<file path="src/core/lmr_pkg.sv">
// constants for the literal, move and return decode slice
// How it works
// - an opcode whose top nibble is 1100 loads its low byte into the working register in one cycle, flags untouched.
// - opcode 0000 0000 0010 copies the working register into the option register in one cycle, flags untouched.
// - an opcode 1000 kkkk kkkk loads the literal k into the working register, flags untouched.
// - a literal return pops the top return-stack entry into the program counter.
// - a literal return takes two cycles, discarding the already-fetched next word, and is one word long.
package lmr_pkg;
  localparam int OP_W      = 12;
  localparam int DATA_W    = 8;
  localparam int FADDR_W   = 5;
  localparam int PC_W      = 9;
  localparam int STACK_D   = 2;
  localparam logic [3:0] NIB_LOAD_LIT = 4'hc;
  localparam logic [3:0] NIB_RET_LIT  = 4'h8;
  localparam logic [6:0] PFX_STORE    = 7'h01;
  localparam logic [OP_W-1:0] OP_NOP    = 12'h000;
  localparam logic [OP_W-1:0] OP_OPTION = 12'h002;
  localparam logic [DATA_W-1:0] WORK_RST   = 8'h00;
  localparam logic [DATA_W-1:0] OPTION_RST = 8'hff;
  localparam logic [PC_W-1:0]   PC_RST     = 9'h000;
  typedef enum logic [2:0] {
    LMR_OP_NOP    = 3'b000,
    LMR_OP_LIT    = 3'b001,
    LMR_OP_OPTION = 3'b010,
    LMR_OP_STORE  = 3'b011,
    LMR_OP_RET    = 3'b100,
    LMR_OP_OTHER  = 3'b101
  } lmr_op_t;
  typedef enum logic [0:0] {
    LMR_EXEC  = 1'b0,
    LMR_FLUSH = 1'b1
  } lmr_state_t;
endpackage

</file>
<file path="src/core/lmr_dec_if.sv">
// decoded fields passed from decoder to the execute core
`timescale 1ns/1ns
interface lmr_dec_if;
  import lmr_pkg::*;
  lmr_op_t            op;
  logic [DATA_W-1:0]  lit;
  logic [FADDR_W-1:0] faddr;
  modport dec (output op, output lit, output faddr);
  modport exe (input op, input lit, input faddr);
endinterface

</file>
<file path="src/core/lmr_core.sv">
// execute slice for literal load, store, option, no-op and literal return
`timescale 1ns/1ns
module lmr_core
  import lmr_pkg::*;
(
  input  wire logic               clk_sys,
  input  wire logic               rst,
  input  wire logic [OP_W-1:0]    opcode,
  input  wire logic               opcode_valid,
  input  wire logic               call_push,
  input  wire logic [PC_W-1:0]    call_addr,
  output logic      [DATA_W-1:0]  work_q,
  output logic      [DATA_W-1:0]  option_q,
  output logic      [PC_W-1:0]    pc_q,
  output logic                    pc_load,
  output logic                    fetch_discard,
  output logic                    file_we,
  output logic      [FADDR_W-1:0] file_addr,
  output logic      [DATA_W-1:0]  file_wdata,
  output logic                    flags_we
);
  // decoded opcode fields
  lmr_dec_if dec_bus();
  lmr_decoder u_dec (
    .opcode (opcode),
    .dec    (dec_bus.dec)
  );
  ////////////////////////////////////////////////////////////////////
  lmr_state_t         state_q, state_d;
  logic [DATA_W-1:0]  work_d, option_d, fwd_d;
  logic [PC_W-1:0]    pc_d;
  logic [PC_W-1:0]    stk_q [STACK_D];
  logic [PC_W-1:0]    stk_d [STACK_D];
  logic               pcl_d, disc_d, fwe_d;
  logic [FADDR_W-1:0] fad_d;
  logic               exec;
  assign exec     = opcode_valid && (state_q == LMR_EXEC);
  assign flags_we = 1'b0;
  // next state
  always_comb begin
    state_d  = state_q;
    work_d   = work_q;
    option_d = option_q;
    pc_d     = pc_q;
    stk_d    = stk_q;
    pcl_d    = 1'b0;
    disc_d   = 1'b0;
    fwe_d    = 1'b0;
    fad_d    = file_addr;
    fwd_d    = file_wdata;
    if (call_push) begin
      stk_d[1] = stk_q[0];
      stk_d[0] = call_addr;
    end
    if (state_q == LMR_FLUSH) begin
      state_d = LMR_EXEC;
    end else if (exec) begin
      unique case (dec_bus.op)
        LMR_OP_LIT: begin
          work_d = dec_bus.lit;
        end
        LMR_OP_OPTION: begin
          option_d = work_q;
        end
        LMR_OP_STORE: begin
          fwe_d = 1'b1;
          fad_d = dec_bus.faddr;
          fwd_d = work_q;
        end
        LMR_OP_RET: begin
          work_d   = dec_bus.lit;
          pc_d     = stk_q[0];
          stk_d[0] = stk_q[1];
          pcl_d    = 1'b1;
          disc_d   = 1'b1;
          state_d  = LMR_FLUSH;
        end
        LMR_OP_NOP: begin
        end
        LMR_OP_OTHER: begin
        end
      endcase
    end
  end
  // registers
  always_ff @(posedge clk_sys or posedge rst) begin
    if (rst) begin
      state_q       <= LMR_EXEC;
      work_q        <= WORK_RST;
      option_q      <= OPTION_RST;
      pc_q          <= PC_RST;
      stk_q[0]      <= PC_RST;
      stk_q[1]      <= PC_RST;
      pc_load       <= 1'b0;
      fetch_discard <= 1'b0;
      file_we       <= 1'b0;
      file_addr     <= '0;
      file_wdata    <= '0;
    end else begin
      state_q       <= state_d;
      work_q        <= work_d;
      option_q      <= option_d;
      pc_q          <= pc_d;
      stk_q         <= stk_d;
      pc_load       <= pcl_d;
      fetch_discard <= disc_d;
      file_we       <= fwe_d;
      file_addr     <= fad_d;
      file_wdata    <= fwd_d;
    end
  end
  ////////////////////////////////////////////////////////////////////
  // checks
  logic ex_lit, ex_opt, ex_ret, ex_st, ex_nop, ex_oth;
  assign ex_lit = exec && dec_bus.op == LMR_OP_LIT;
  assign ex_opt = exec && dec_bus.op == LMR_OP_OPTION;
  assign ex_ret = exec && dec_bus.op == LMR_OP_RET;
  assign ex_st  = exec && dec_bus.op == LMR_OP_STORE;
  assign ex_nop = exec && dec_bus.op == LMR_OP_NOP;
  assign ex_oth = exec && dec_bus.op == LMR_OP_OTHER;
  chk_lit_load: assert property (@(posedge clk_sys) disable iff (rst)
    ex_lit |=> work_q == $past(opcode[DATA_W-1:0]))
    else $error("literal load did not reach work");
  chk_option_load: assert property (@(posedge clk_sys) disable iff (rst)
    ex_opt |=> option_q == $past(work_q))
    else $error("option not loaded from work");
  chk_option_hold: assert property (@(posedge clk_sys) disable iff (rst)
    !ex_opt |=> $stable(option_q))
    else $error("option changed without its opcode");
  chk_ret_work: assert property (@(posedge clk_sys) disable iff (rst)
    ex_ret |=> work_q == $past(opcode[DATA_W-1:0]) && pc_load)
    else $error("literal return did not load work");
  chk_ret_pop: assert property (@(posedge clk_sys) disable iff (rst)
    ex_ret && !call_push |=> pc_q == $past(stk_q[0]) && stk_q[0] == $past(stk_q[1]))
    else $error("return stack not popped into pc");
  chk_ret_cycles: assert property (@(posedge clk_sys) disable iff (rst)
    ex_ret |=> fetch_discard && state_q == LMR_FLUSH ##1 state_q == LMR_EXEC)
    else $error("literal return not two cycles");
  chk_flush_hold: assert property (@(posedge clk_sys) disable iff (rst)
    state_q == LMR_FLUSH |=> $stable(work_q) && !file_we)
    else $error("discarded word was executed");
  chk_store_wr: assert property (@(posedge clk_sys) disable iff (rst)
    ex_st |=> file_we && file_wdata == $past(work_q)
      && file_addr == $past(opcode[FADDR_W-1:0]))
    else $error("store to file register wrong");
  chk_flag_quiet: assert property (@(posedge clk_sys) disable iff (rst)
    !flags_we)
    else $error("flags written by this slice");
  chk_work_hold: assert property (@(posedge clk_sys) disable iff (rst)
    !(ex_lit || ex_ret) |=> $stable(work_q))
    else $error("work changed without a literal opcode");
  chk_idle_quiet: assert property (@(posedge clk_sys) disable iff (rst)
    !exec |=> !file_we && !pc_load && !fetch_discard)
    else $error("pulses raised with no opcode taken");
  chk_nop_quiet: assert property (@(posedge clk_sys) disable iff (rst)
    ex_nop |=> $stable(option_q) && $stable(pc_q) && !file_we && !pc_load)
    else $error("no-op changed state");
  chk_other_quiet: assert property (@(posedge clk_sys) disable iff (rst)
    ex_oth |=> $stable(work_q) && $stable(option_q) && !file_we && !pc_load)
    else $error("unknown opcode changed state");
  chk_pc_hold: assert property (@(posedge clk_sys) disable iff (rst)
    !ex_ret |=> $stable(pc_q))
    else $error("pc changed without a literal return");
  chk_pcl_pair: assert property (@(posedge clk_sys) disable iff (rst)
    pc_load == fetch_discard)
    else $error("pc load and discard out of step");
  chk_pcl_pulse: assert property (@(posedge clk_sys) disable iff (rst)
    pc_load |=> !pc_load)
    else $error("pc load longer than one cycle");
  chk_flush_once: assert property (@(posedge clk_sys) disable iff (rst)
    state_q == LMR_FLUSH |=> state_q == LMR_EXEC)
    else $error("flush longer than one cycle");
  chk_lit_single: assert property (@(posedge clk_sys) disable iff (rst)
    ex_lit |=> !pc_load && !fetch_discard && state_q == LMR_EXEC)
    else $error("literal load took more than one cycle");
  chk_lit_keep: assert property (@(posedge clk_sys) disable iff (rst)
    ex_lit |=> $stable(option_q) && $stable(pc_q) && !file_we)
    else $error("literal load touched other state");
  chk_we_source: assert property (@(posedge clk_sys) disable iff (rst)
    file_we |-> $past(ex_st))
    else $error("file write without a store opcode");
  chk_addr_hold: assert property (@(posedge clk_sys) disable iff (rst)
    !ex_st |=> $stable(file_addr) && $stable(file_wdata))
    else $error("file address or data moved without a store");
  chk_push_order: assert property (@(posedge clk_sys) disable iff (rst)
    call_push && !ex_ret |=> stk_q[0] == $past(call_addr) && stk_q[1] == $past(stk_q[0]))
    else $error("return stack push wrong");
  chk_stack_hold: assert property (@(posedge clk_sys) disable iff (rst)
    !call_push && !ex_ret |=> $stable(stk_q[0]) && $stable(stk_q[1]))
    else $error("return stack moved without push or pop");
  chk_store_keep: assert property (@(posedge clk_sys) disable iff (rst)
    ex_st |=> $stable(work_q) && $stable(option_q) && !pc_load)
    else $error("store touched other state");
  chk_opt_keep: assert property (@(posedge clk_sys) disable iff (rst)
    ex_opt |=> $stable(work_q) && !file_we && !pc_load)
    else $error("option load touched other state");
  chk_ret_no_write: assert property (@(posedge clk_sys) disable iff (rst)
    ex_ret |=> !file_we && $stable(option_q))
    else $error("literal return wrote a register");
  chk_flush_no_pc: assert property (@(posedge clk_sys) disable iff (rst)
    state_q == LMR_FLUSH |=> !pc_load && $stable(pc_q) && $stable(option_q))
    else $error("discarded word changed pc or option");
  ////////////////////////////////////////////////////////////////////
  // decode checks
  chk_decode_lit: assert property (@(posedge clk_sys) disable iff (rst)
    opcode[OP_W-1 -: 4] == NIB_LOAD_LIT |-> dec_bus.op == LMR_OP_LIT)
    else $error("literal load not decoded");
  chk_decode_ret: assert property (@(posedge clk_sys) disable iff (rst)
    opcode[OP_W-1 -: 4] == NIB_RET_LIT |-> dec_bus.op == LMR_OP_RET)
    else $error("literal return not decoded");
  chk_decode_opt: assert property (@(posedge clk_sys) disable iff (rst)
    opcode == OP_OPTION |-> dec_bus.op == LMR_OP_OPTION)
    else $error("option load not decoded");
  chk_decode_store: assert property (@(posedge clk_sys) disable iff (rst)
    opcode[OP_W-1 -: 7] == PFX_STORE |-> dec_bus.op == LMR_OP_STORE
      && dec_bus.faddr == opcode[FADDR_W-1:0])
    else $error("store not decoded");
  chk_decode_nop: assert property (@(posedge clk_sys) disable iff (rst)
    opcode == OP_NOP |-> dec_bus.op == LMR_OP_NOP)
    else $error("no-op not decoded");
  ////////////////////////////////////////////////////////////////////
  // scenarios seen
  cov_lit: cover property (@(posedge clk_sys) disable iff (rst) ex_lit);
  cov_ret: cover property (@(posedge clk_sys) disable iff (rst) ex_ret ##2 ex_lit);
  cov_store: cover property (@(posedge clk_sys) disable iff (rst) ex_st);
  cov_opt: cover property (@(posedge clk_sys) disable iff (rst) ex_opt);
  cov_drop: cover property (@(posedge clk_sys) disable iff (rst)
    state_q == LMR_FLUSH && opcode_valid);
endmodule

</file>
<file path="src/core/lmr_decoder.sv">
// opcode field decoder
`timescale 1ns/1ns
module lmr_decoder
  import lmr_pkg::*;
(
  input  wire logic [OP_W-1:0] opcode,
  lmr_dec_if.dec               dec
);
  always_comb begin
    dec.lit   = opcode[DATA_W-1:0];
    dec.faddr = opcode[FADDR_W-1:0];
    if (opcode[OP_W-1 -: 4] == NIB_LOAD_LIT) begin
      dec.op = LMR_OP_LIT;
    end else if (opcode[OP_W-1 -: 4] == NIB_RET_LIT) begin
      dec.op = LMR_OP_RET;
    end else if (opcode == OP_OPTION) begin
      dec.op = LMR_OP_OPTION;
    end else if (opcode[OP_W-1 -: 7] == PFX_STORE) begin
      dec.op = LMR_OP_STORE;
    end else if (opcode == OP_NOP) begin
      dec.op = LMR_OP_NOP;
    end else begin
      dec.op = LMR_OP_OTHER;
    end
  end
endmodule

</file>
<file path="config.mk">
export PLATFORM = sky130hd
export DESIGN_NAME = lmr_core
export DESIGN_NICKNAME = d
export VERILOG_FILES = /design/src/core/lmr_pkg.sv /design/src/core/lmr_dec_if.sv /design/src/core/lmr_core.sv /design/src/core/lmr_decoder.sv
export SDC_FILE = /design/constraint.sdc
export NUM_CORES = 1
export LEC_CHECK = 0
export BUFFER_PORTS_ARGS = -buffer_cell sky130_fd_sc_hd__buf_2
export CAP_MARGIN = 0
export CORE_MARGIN = 2
export CORE_UTILIZATION = 48
export CTS_BUF_LIST = sky130_fd_sc_hd__clkbuf_8
export DETAILED_ROUTE_END_ITERATION = 12
export PLACE_DENSITY = 0.74
export SLEW_MARGIN = 20
export SYNTH_ARGS = -nofsm -noshare
export SYNTH_HDL_FRONTEND = slang
export SYNTH_SLANG_ARGS = --single-unit
</file>
<file path="constraint.sdc">
create_clock -name clk_sys -period 1.72 [get_ports clk_sys]
set_clock_uncertainty 0.05 [all_clocks]
set_input_delay 0.344 -clock clk_sys [delete_from_list [all_inputs] [get_ports clk_sys]]
set_output_delay 0.344 -clock clk_sys [all_outputs]
set_load 0.05 [all_outputs]
</file>
==> results_dict.tcl, run 1 <==
set metrics [dict create \
    run_status "complete, no violations" \
    antenna_found_initial 0 \
    syn2layout_area_growth_pct 27.7 \
    stdcell_count 288 \
    synth_area_leaders "dfrtp_1 53%, mux2_2 27%, dfstp_2 8.9%, mux2_4 5.7%, nor4b_4 1.0%" \
    netlist_instances 142 \
    layout-drive-gt1-share_pct 74.7 \
    slew_violations 0 \
    finalHoldViolations 0 \
    powerDensity_nw_per_um2 1280 \
    fmax_mhz 638 \
    dieArea_um2 5520 \
    synth.top_cell.area_share_pct 52.7 \
    rows 25 \
    peakVddDrop_uv 725 \
    ys_seq_elements 58 \
    hold_buffers 0 \
    wl_per_cell_um 15.8 \
    firstDrtPassIters 2 \
    portBuffers 65 \
    slew_headroom_pct 59.7 \
    finalSetupViolCount 0 \
    min_path_type "input port to asynchronous set/reset pin" \
    arrival_ps 1730 \
    drt_iter0_drc 52 \
    ys_seq_area_share_pct 61.6 \
    gp_congestion 0.722 \
    rsz0062_at_grt "no" \
    h-tree-depth 3 \
    dr_total_vias 1439 \
    max_stage_delay_ps 440 \
    reg2regPathDepth 4 \
    cp_top_family "flip-flops" \
    cts-buffers-inserted 9 \
    leakage_uw 0.00156 \
    grt_start_max_net_pins 28 \
    yosysUniqueCellTypes 17 \
    drc 0 \
    clk_latency_ps 330 \
    cts_tree "built" \
    postSynthAreaPerCell_um2 16.7 \
    cts_root_buf "clkbuf_8" \
    io_pins 67 \
    final_nets 242 \
    crit_path_start_kind "flip-flop" \
    critPathRequiredTime_ps 1880 \
    grt.total_usage_pct 17.8 \
    die_x_um 74.3 \
    synth_area_leader_cell "dfrtp_1" \
    period_needed_ps 1570 \
    dp_hpwl_um 3170 \
    initial_utilization_pct 49.9 \
    antenna_cells 0 \
    postRouteWirelength_um 4540 \
    power.total_uw 3870 \
    r2r_slack_ps 150 \
    cts_buffer_depth 2 \
    viasPerCell 5.00 \
    cp_max_fo 14 \
    rr_endpoint "file_wdata[2]$_DFFE_PP0P_" \
    crit_buf_inv 1 \
    synth_nets 167 \
    grt_pass1_vias 1534 \
    synth_area_um2 2370 \
    dp.cells 273 \
    reg2reg_from "state_q$_DFF_PP0_" \
    cp-end-kind "flip-flop" \
    crit_slowest_cell "dfrtp_2" \
    crit_chain "nor4b_4, buf_4, nand3_4, mux2_2" \
    crit_end "file_wdata[2]$_DFFE_PP0P_" \
    drtAntennaViolNets 0 \
    yosysWarnings 0 \
    critPathKind "flip-flop to flip-flop" \
    grt_pass1_wl_um 7140 \
    finalCritPeriodShare_pct 91.1 \
    die_h_um 74.3 \
    cp_num_cells 4 \
    max_cap_viol_count 0 \
    core_area_um2 4750 \
    startpoint "state_q$_DFF_PP0_" \
    path_clk_slew_ps 60 \
    overflow 0 \
    cts.sinks 58 \
    worstMarginPinSlew_ps 603 \
]
==> report_power, final <==
group / switching (µW) / internal, µW
Clock: 490 / 771
Sequential: 120 / 1560
Combinational: 631 / 300
==> per-stage QoR <==
| step | TNS, ps | hold WS, ps | utilization, % | area [µm²] | setup WS, ps |
|---|---|---|---|---|---|
| 3_5_place_dp | -1380 | 397 | 59.1 | 2810 | -112 |
| 6_report | 0 | 30.2 | 63.8 | 3030 | 153 |
| 5_1_grt | 0 | 68.4 | 63.8 | 3030 | 48.5 |
| 3_3_place_gp | -429 | 381 | 59.1 | 2810 | -25.9 |
| 4_1_cts | 0 | 38.1 | 63.4 | 3010 | 12.4 |
| 2_1_floorplan | -71.0 | 384 | - | 2390 | -7.89 |
==> cell usage in the layout (no fill, tap or decap), drive strengths merged <==
master     n
buf       71
bufinv     1
clkbuf    12
clkinv     1
clkinvlp   1
conb       1
dfrtp     50
dfstp      8
inv        3
mux2      65
nand2      1
nand3      1
nand3b     1
nand4      1
nor2       1
nor4       1
nor4b      2
==> synthesized netlist by cell type, drive strengths merged <==
library cell and n:
nand3 1, nor4b 2, dfrtp 50, nor4 1
buf 7, nand2 1, mux2 65, nor2 1
conb 1, nand3b 1, dfstp 8, nand4 1
inv 3
==> flip-flops by register name, indices dropped and copies added (netlist names) <==
| register | count |
|---|---|
| option_q | 8 |
| file_we | 1 |
| pc_q | 9 |
| state_q | 1 |
| file_addr | 5 |
| stk_q | 18 |
| file_wdata | 8 |
| work_q | 8 |
==> final cells by class <==
cell class | instances | area (µm²)
Fill cell | 368 | 1720
Timing Repair Buffer | 71 | 395
Inverter | 3 | 15.0
Clock buffer | 12 | 165
Tap cell | 67 | 83.8
Clock inverter | 3 | 38.8
Multi-Input combinational cell | 74 | 871
Sequential cell | 58 | 1460
==> worst reg2reg max path, delay by kind of cell (launching register included) <==
kind / cells / cell delay [ps]
buf+inv: 1 / 190
flops: 1 / 440
mux: 1 / 350
simple gates: 2 / 420
==> cell families (layout without fill, tap and decap cells) <==
| group | Yosys count | after routing | synth area share, % |
|---|---|---|---|
| muxes | 65 | 65 | 32.3 |
| DFF | 58 | 58 | 61.6 |
| and+or+nand+nor | 8 | 8 | 3.48 |
| other | 1 | 1 | 0.158 |
| buffers and inverters | 10 | 89 | 2.53 |
==> metal layers <==
layer  GRT usage, %  vias to the layer above  share of wire (%)
met4           5.95                        0                1.5
met2           31.1                       53                 51
met1           20.1                      730                 41
met5              0                        -                  0
met3           6.91                        9                6.8
li1               -                      647                  -
==> worst min-delay path by stage <==
stage | to | slack [ps]
3_3_place_gp | file_wdata[0]$_DFFE_PP0P_ | 380
4_1_cts | file_addr[3]$_DFFE_PP0P_ | 40
6_report | work_q[1]$_DFFE_PP0P_ | 30
2_1_floorplan | file_addr[0]$_DFFE_PP0P_ | 380
5_1_grt | file_addr[3]$_DFFE_PP0P_ | 70
3_5_place_dp | work_q[2]$_DFFE_PP0P_ | 400
==> what timing repair did <==
action	in CTS	in global routing
endpoints found under the hold margin	0	0
gates resized for setup	0	3
setup endpoints to repair	0	19
setup buffers	0	0
(Power assumes the default switching activity.)
==> inputs of run 2 (changes only) <==
--- a/config.mk
+++ b/config.mk
@@ -5,13 +5,14 @@
 export SDC_FILE = /design/constraint.sdc
 export NUM_CORES = 1
 export LEC_CHECK = 0
+export ABC_AREA = 1
 export BUFFER_PORTS_ARGS = -buffer_cell sky130_fd_sc_hd__buf_2
 export CAP_MARGIN = 0
 export CORE_MARGIN = 2
-export CORE_UTILIZATION = 48
+export CORE_UTILIZATION = 49
 export CTS_BUF_LIST = sky130_fd_sc_hd__clkbuf_8
 export DETAILED_ROUTE_END_ITERATION = 12
-export PLACE_DENSITY = 0.74
+export PLACE_DENSITY = 0.75
 export SLEW_MARGIN = 20
 export SYNTH_ARGS = -nofsm -noshare
 export SYNTH_HDL_FRONTEND = slang
==> run 2 against run 1 <==
Against the previous run: clock-buffer cell count is 1 lower; global-route usage grew 2.0 points; register-to-register slack better by 210 ps; clock power about the same; sequential share of layout area down 0.46 points; non-clock buffer count stayed put; via count grew 37%; highest routed layer unchanged; routed wire length rose by 7.9%; design area grew 0.87%; combinational power down 17%; setup slack improved by 51 ps; die area up 0.94%.
==> results_dict.tcl, run 2 <==
set metrics [dict create \
    synth_area_um2 2450 \
    period_needed_ps 1520 \
    portBuffers 65 \
    synth.top_cell.area_share_pct 51.1 \
    yosysUniqueCellTypes 21 \
    firstDrtPassIters 4 \
    finalCritPeriodShare_pct 88.1 \
    powerDensity_nw_per_um2 1190 \
    crit_chain "buf_2" \
    dp_hpwl_um 3540 \
    largest_reg_flops 18 \
    cts-buffers-inserted 9 \
    slew_headroom_pct 65.7 \
    setup_tns_ps 0 \
    antenna_found_initial 0 \
    crit_slowest_cell "dfstp_2" \
    grt_pass1_wl_um 8060 \
    synth_area_leader_cell "dfrtp_1" \
    power.total_uw 3650 \
    core_area_um2 4750 \
    yosysWarnings 0 \
    post_cts_buffers 0 \
    overflow 0 \
    finalHoldViolations 0 \
    h-tree-depth 3 \
    cp-end-kind "output port" \
    layout-drive-gt1-share_pct 30.0 \
    cts_buffer_depth 2 \
    gp_congestion 0.865 \
    max_cap_viol_count 0 \
    max_stage_delay_ps 540 \
    cts.sinks 58 \
    initial_utilization_pct 51.5 \
    synth-edff-count 0 \
    synth_area_leaders "dfrtp_1 51%, nand2_1 17%, dfstp_2 8.6%, o21ai_0 3.9%, o21ai_1 3.7%" \
    top_regs "stk_q (18), pc_q (9)" \
    layout_common_cells "112 x nand2_1, 65 x buf_2, 50 x dfrtp_1" \
    worstMarginPinSlew_ps 514 \
    dr_total_vias 1975 \
    leakage_uw 0.00170 \
    cts_tree "built" \
    critPathKind "flip-flop to output port" \
    die_x_um 74.7 \
    slew_violations 0 \
    io_pins 67 \
    yosys-top-cells-count "112 x nand2_1, 50 x dfrtp_1, 23 x inv_1, 19 x o21ai_0, 18 x o21ai_1" \
    synth_nets 301 \
    syn2layout_area_growth_pct 24.9 \
    drt_iter0_drc 75 \
    drtAntennaViolNets 0 \
    whs_ps 195 \
    dieArea_um2 5580 \
    grt.total_usage_pct 19.8 \
    min_path_type "input port to flip-flop" \
    cts_root_buf "clkbuf_8" \
    final_common_cell "nand2_1" \
    ys_seq_area_share_pct 59.7 \
    wl_per_cell_um 11.8 \
    peakVddDrop_uv 750 \
    synthFlopType "dfrtp_1" \
    netlist_instances 276 \
    postSynthAreaPerCell_um2 8.87 \
    cp_top_family "flip-flops" \
    finalSetupViolCount 0 \
    crit_path_start_kind "flip-flop" \
    critPathRequiredTime_ps 1330 \
    rows 25 \
    postRouteWirelength_um 4910 \
    drc 0 \
    rsz0062_at_grt "no" \
    post-synth-top-count-cell "nand2_1" \
    fmax_mhz 660 \
    ys_seq_elements 58 \
    viasPerCell 4.74 \
    die_h_um 74.7 \
    grt_pass1_vias 1811 \
    run_status "complete, no violations" \
    cp_max_fo 2 \
    crit_buf_inv 1 \
    grt_start_max_net_pins 38 \
    clk_latency_ps 330 \
    antenna_cells 0 \
    synthArstFlopShare_pct 100 \
    regMostFlops "stk_q" \
    final_nets 370 \
    path_clk_slew_ps 60 \
    arrival_ps 1120 \
]
run 2: cell types whose count changed in the layout (fill, tap and decap cells not counted), sizes merged, moves of 2 or more:
cell / previous run / this run
mux2: 65 / 0
nor2: 1 / 10
o21ai: 0 / 37
inv: 3 / 25
nand2: 1 / 112
clkinv: 1 / 3
nand4: 1 / 8
nand3: 1 / 10
nor4b: 2 / 0
run 2: kinds of logic after synthesis:
family	synth area share, %
other	0.153
AO/OA/AOI/OAI	7.57
flip-flops	59.7
buffers and inverters	7.21
AND/OR/NAND/NOR	25.4
run 2: area by class of cell:
class,count,area (µm²)
fillers,410,1700
flip-flops and latches,58,1460
multi-input cells,179,810
repair buffers,71,398
clock buffers,11,151
inverters,26,101
well taps,67,83.8
clock inverters,5,52.6
run 2: path summary, 6_finish.rpt:
kind,start,endpoint,slack (ps),cells past startpoint
max,option_q[7]$_DFFE_PP1P_,option_q[7],200,1
min,opcode[1],file_addr[1]$_DFFE_PP0P_,190,3
max reg2reg,state_q$_DFF_PP0_,pc_q[1]$_DFFE_PP0P_,360,4
min reg2reg,option_q[0]$_DFFE_PP1P_,option_q[0]$_DFFE_PP1P_,410,2
max in group asynchronous,rst,pc_q[8]$_DFFE_PP0P_,540,4
min in group asynchronous,rst,stk_q[14]$_DFF_PP0_,540,3
run 2: per-layer routing:
metal	track usage, %	share of wire (%)	up-vias
li1	-	-	1006
met2	29.8	46	68
met5	0	0	-
met4	11.1	3.1	0
met3	6.29	6.4	12
met1	25.6	44	889
run 2: per-stage QoR:
step	utilization (%)	cells	setup WS, ps	area [µm²]
floorplan	-	276	149	2450
global placement	59.8	400	129	2840
detailed placement	59.8	400	69.7	2840
CTS	64.3	417	191	3060
global route	64.3	417	164	3060
finish	64.3	417	205	3060
run 2: report_power, final:
group	internal [µW]	switching [µW]	leakage (µW)	total [µW]
Clock	739	524	0.000105	1260
Combinational	182	593	0.000867	775
Sequential	1520	95.8	0.000728	1610
run 2: repair_timing:
item / in CTS / in global routing
hold endpoints to repair: 1 / 0
gates resized for setup: 0 / 0
hold buffers: 1 / 0
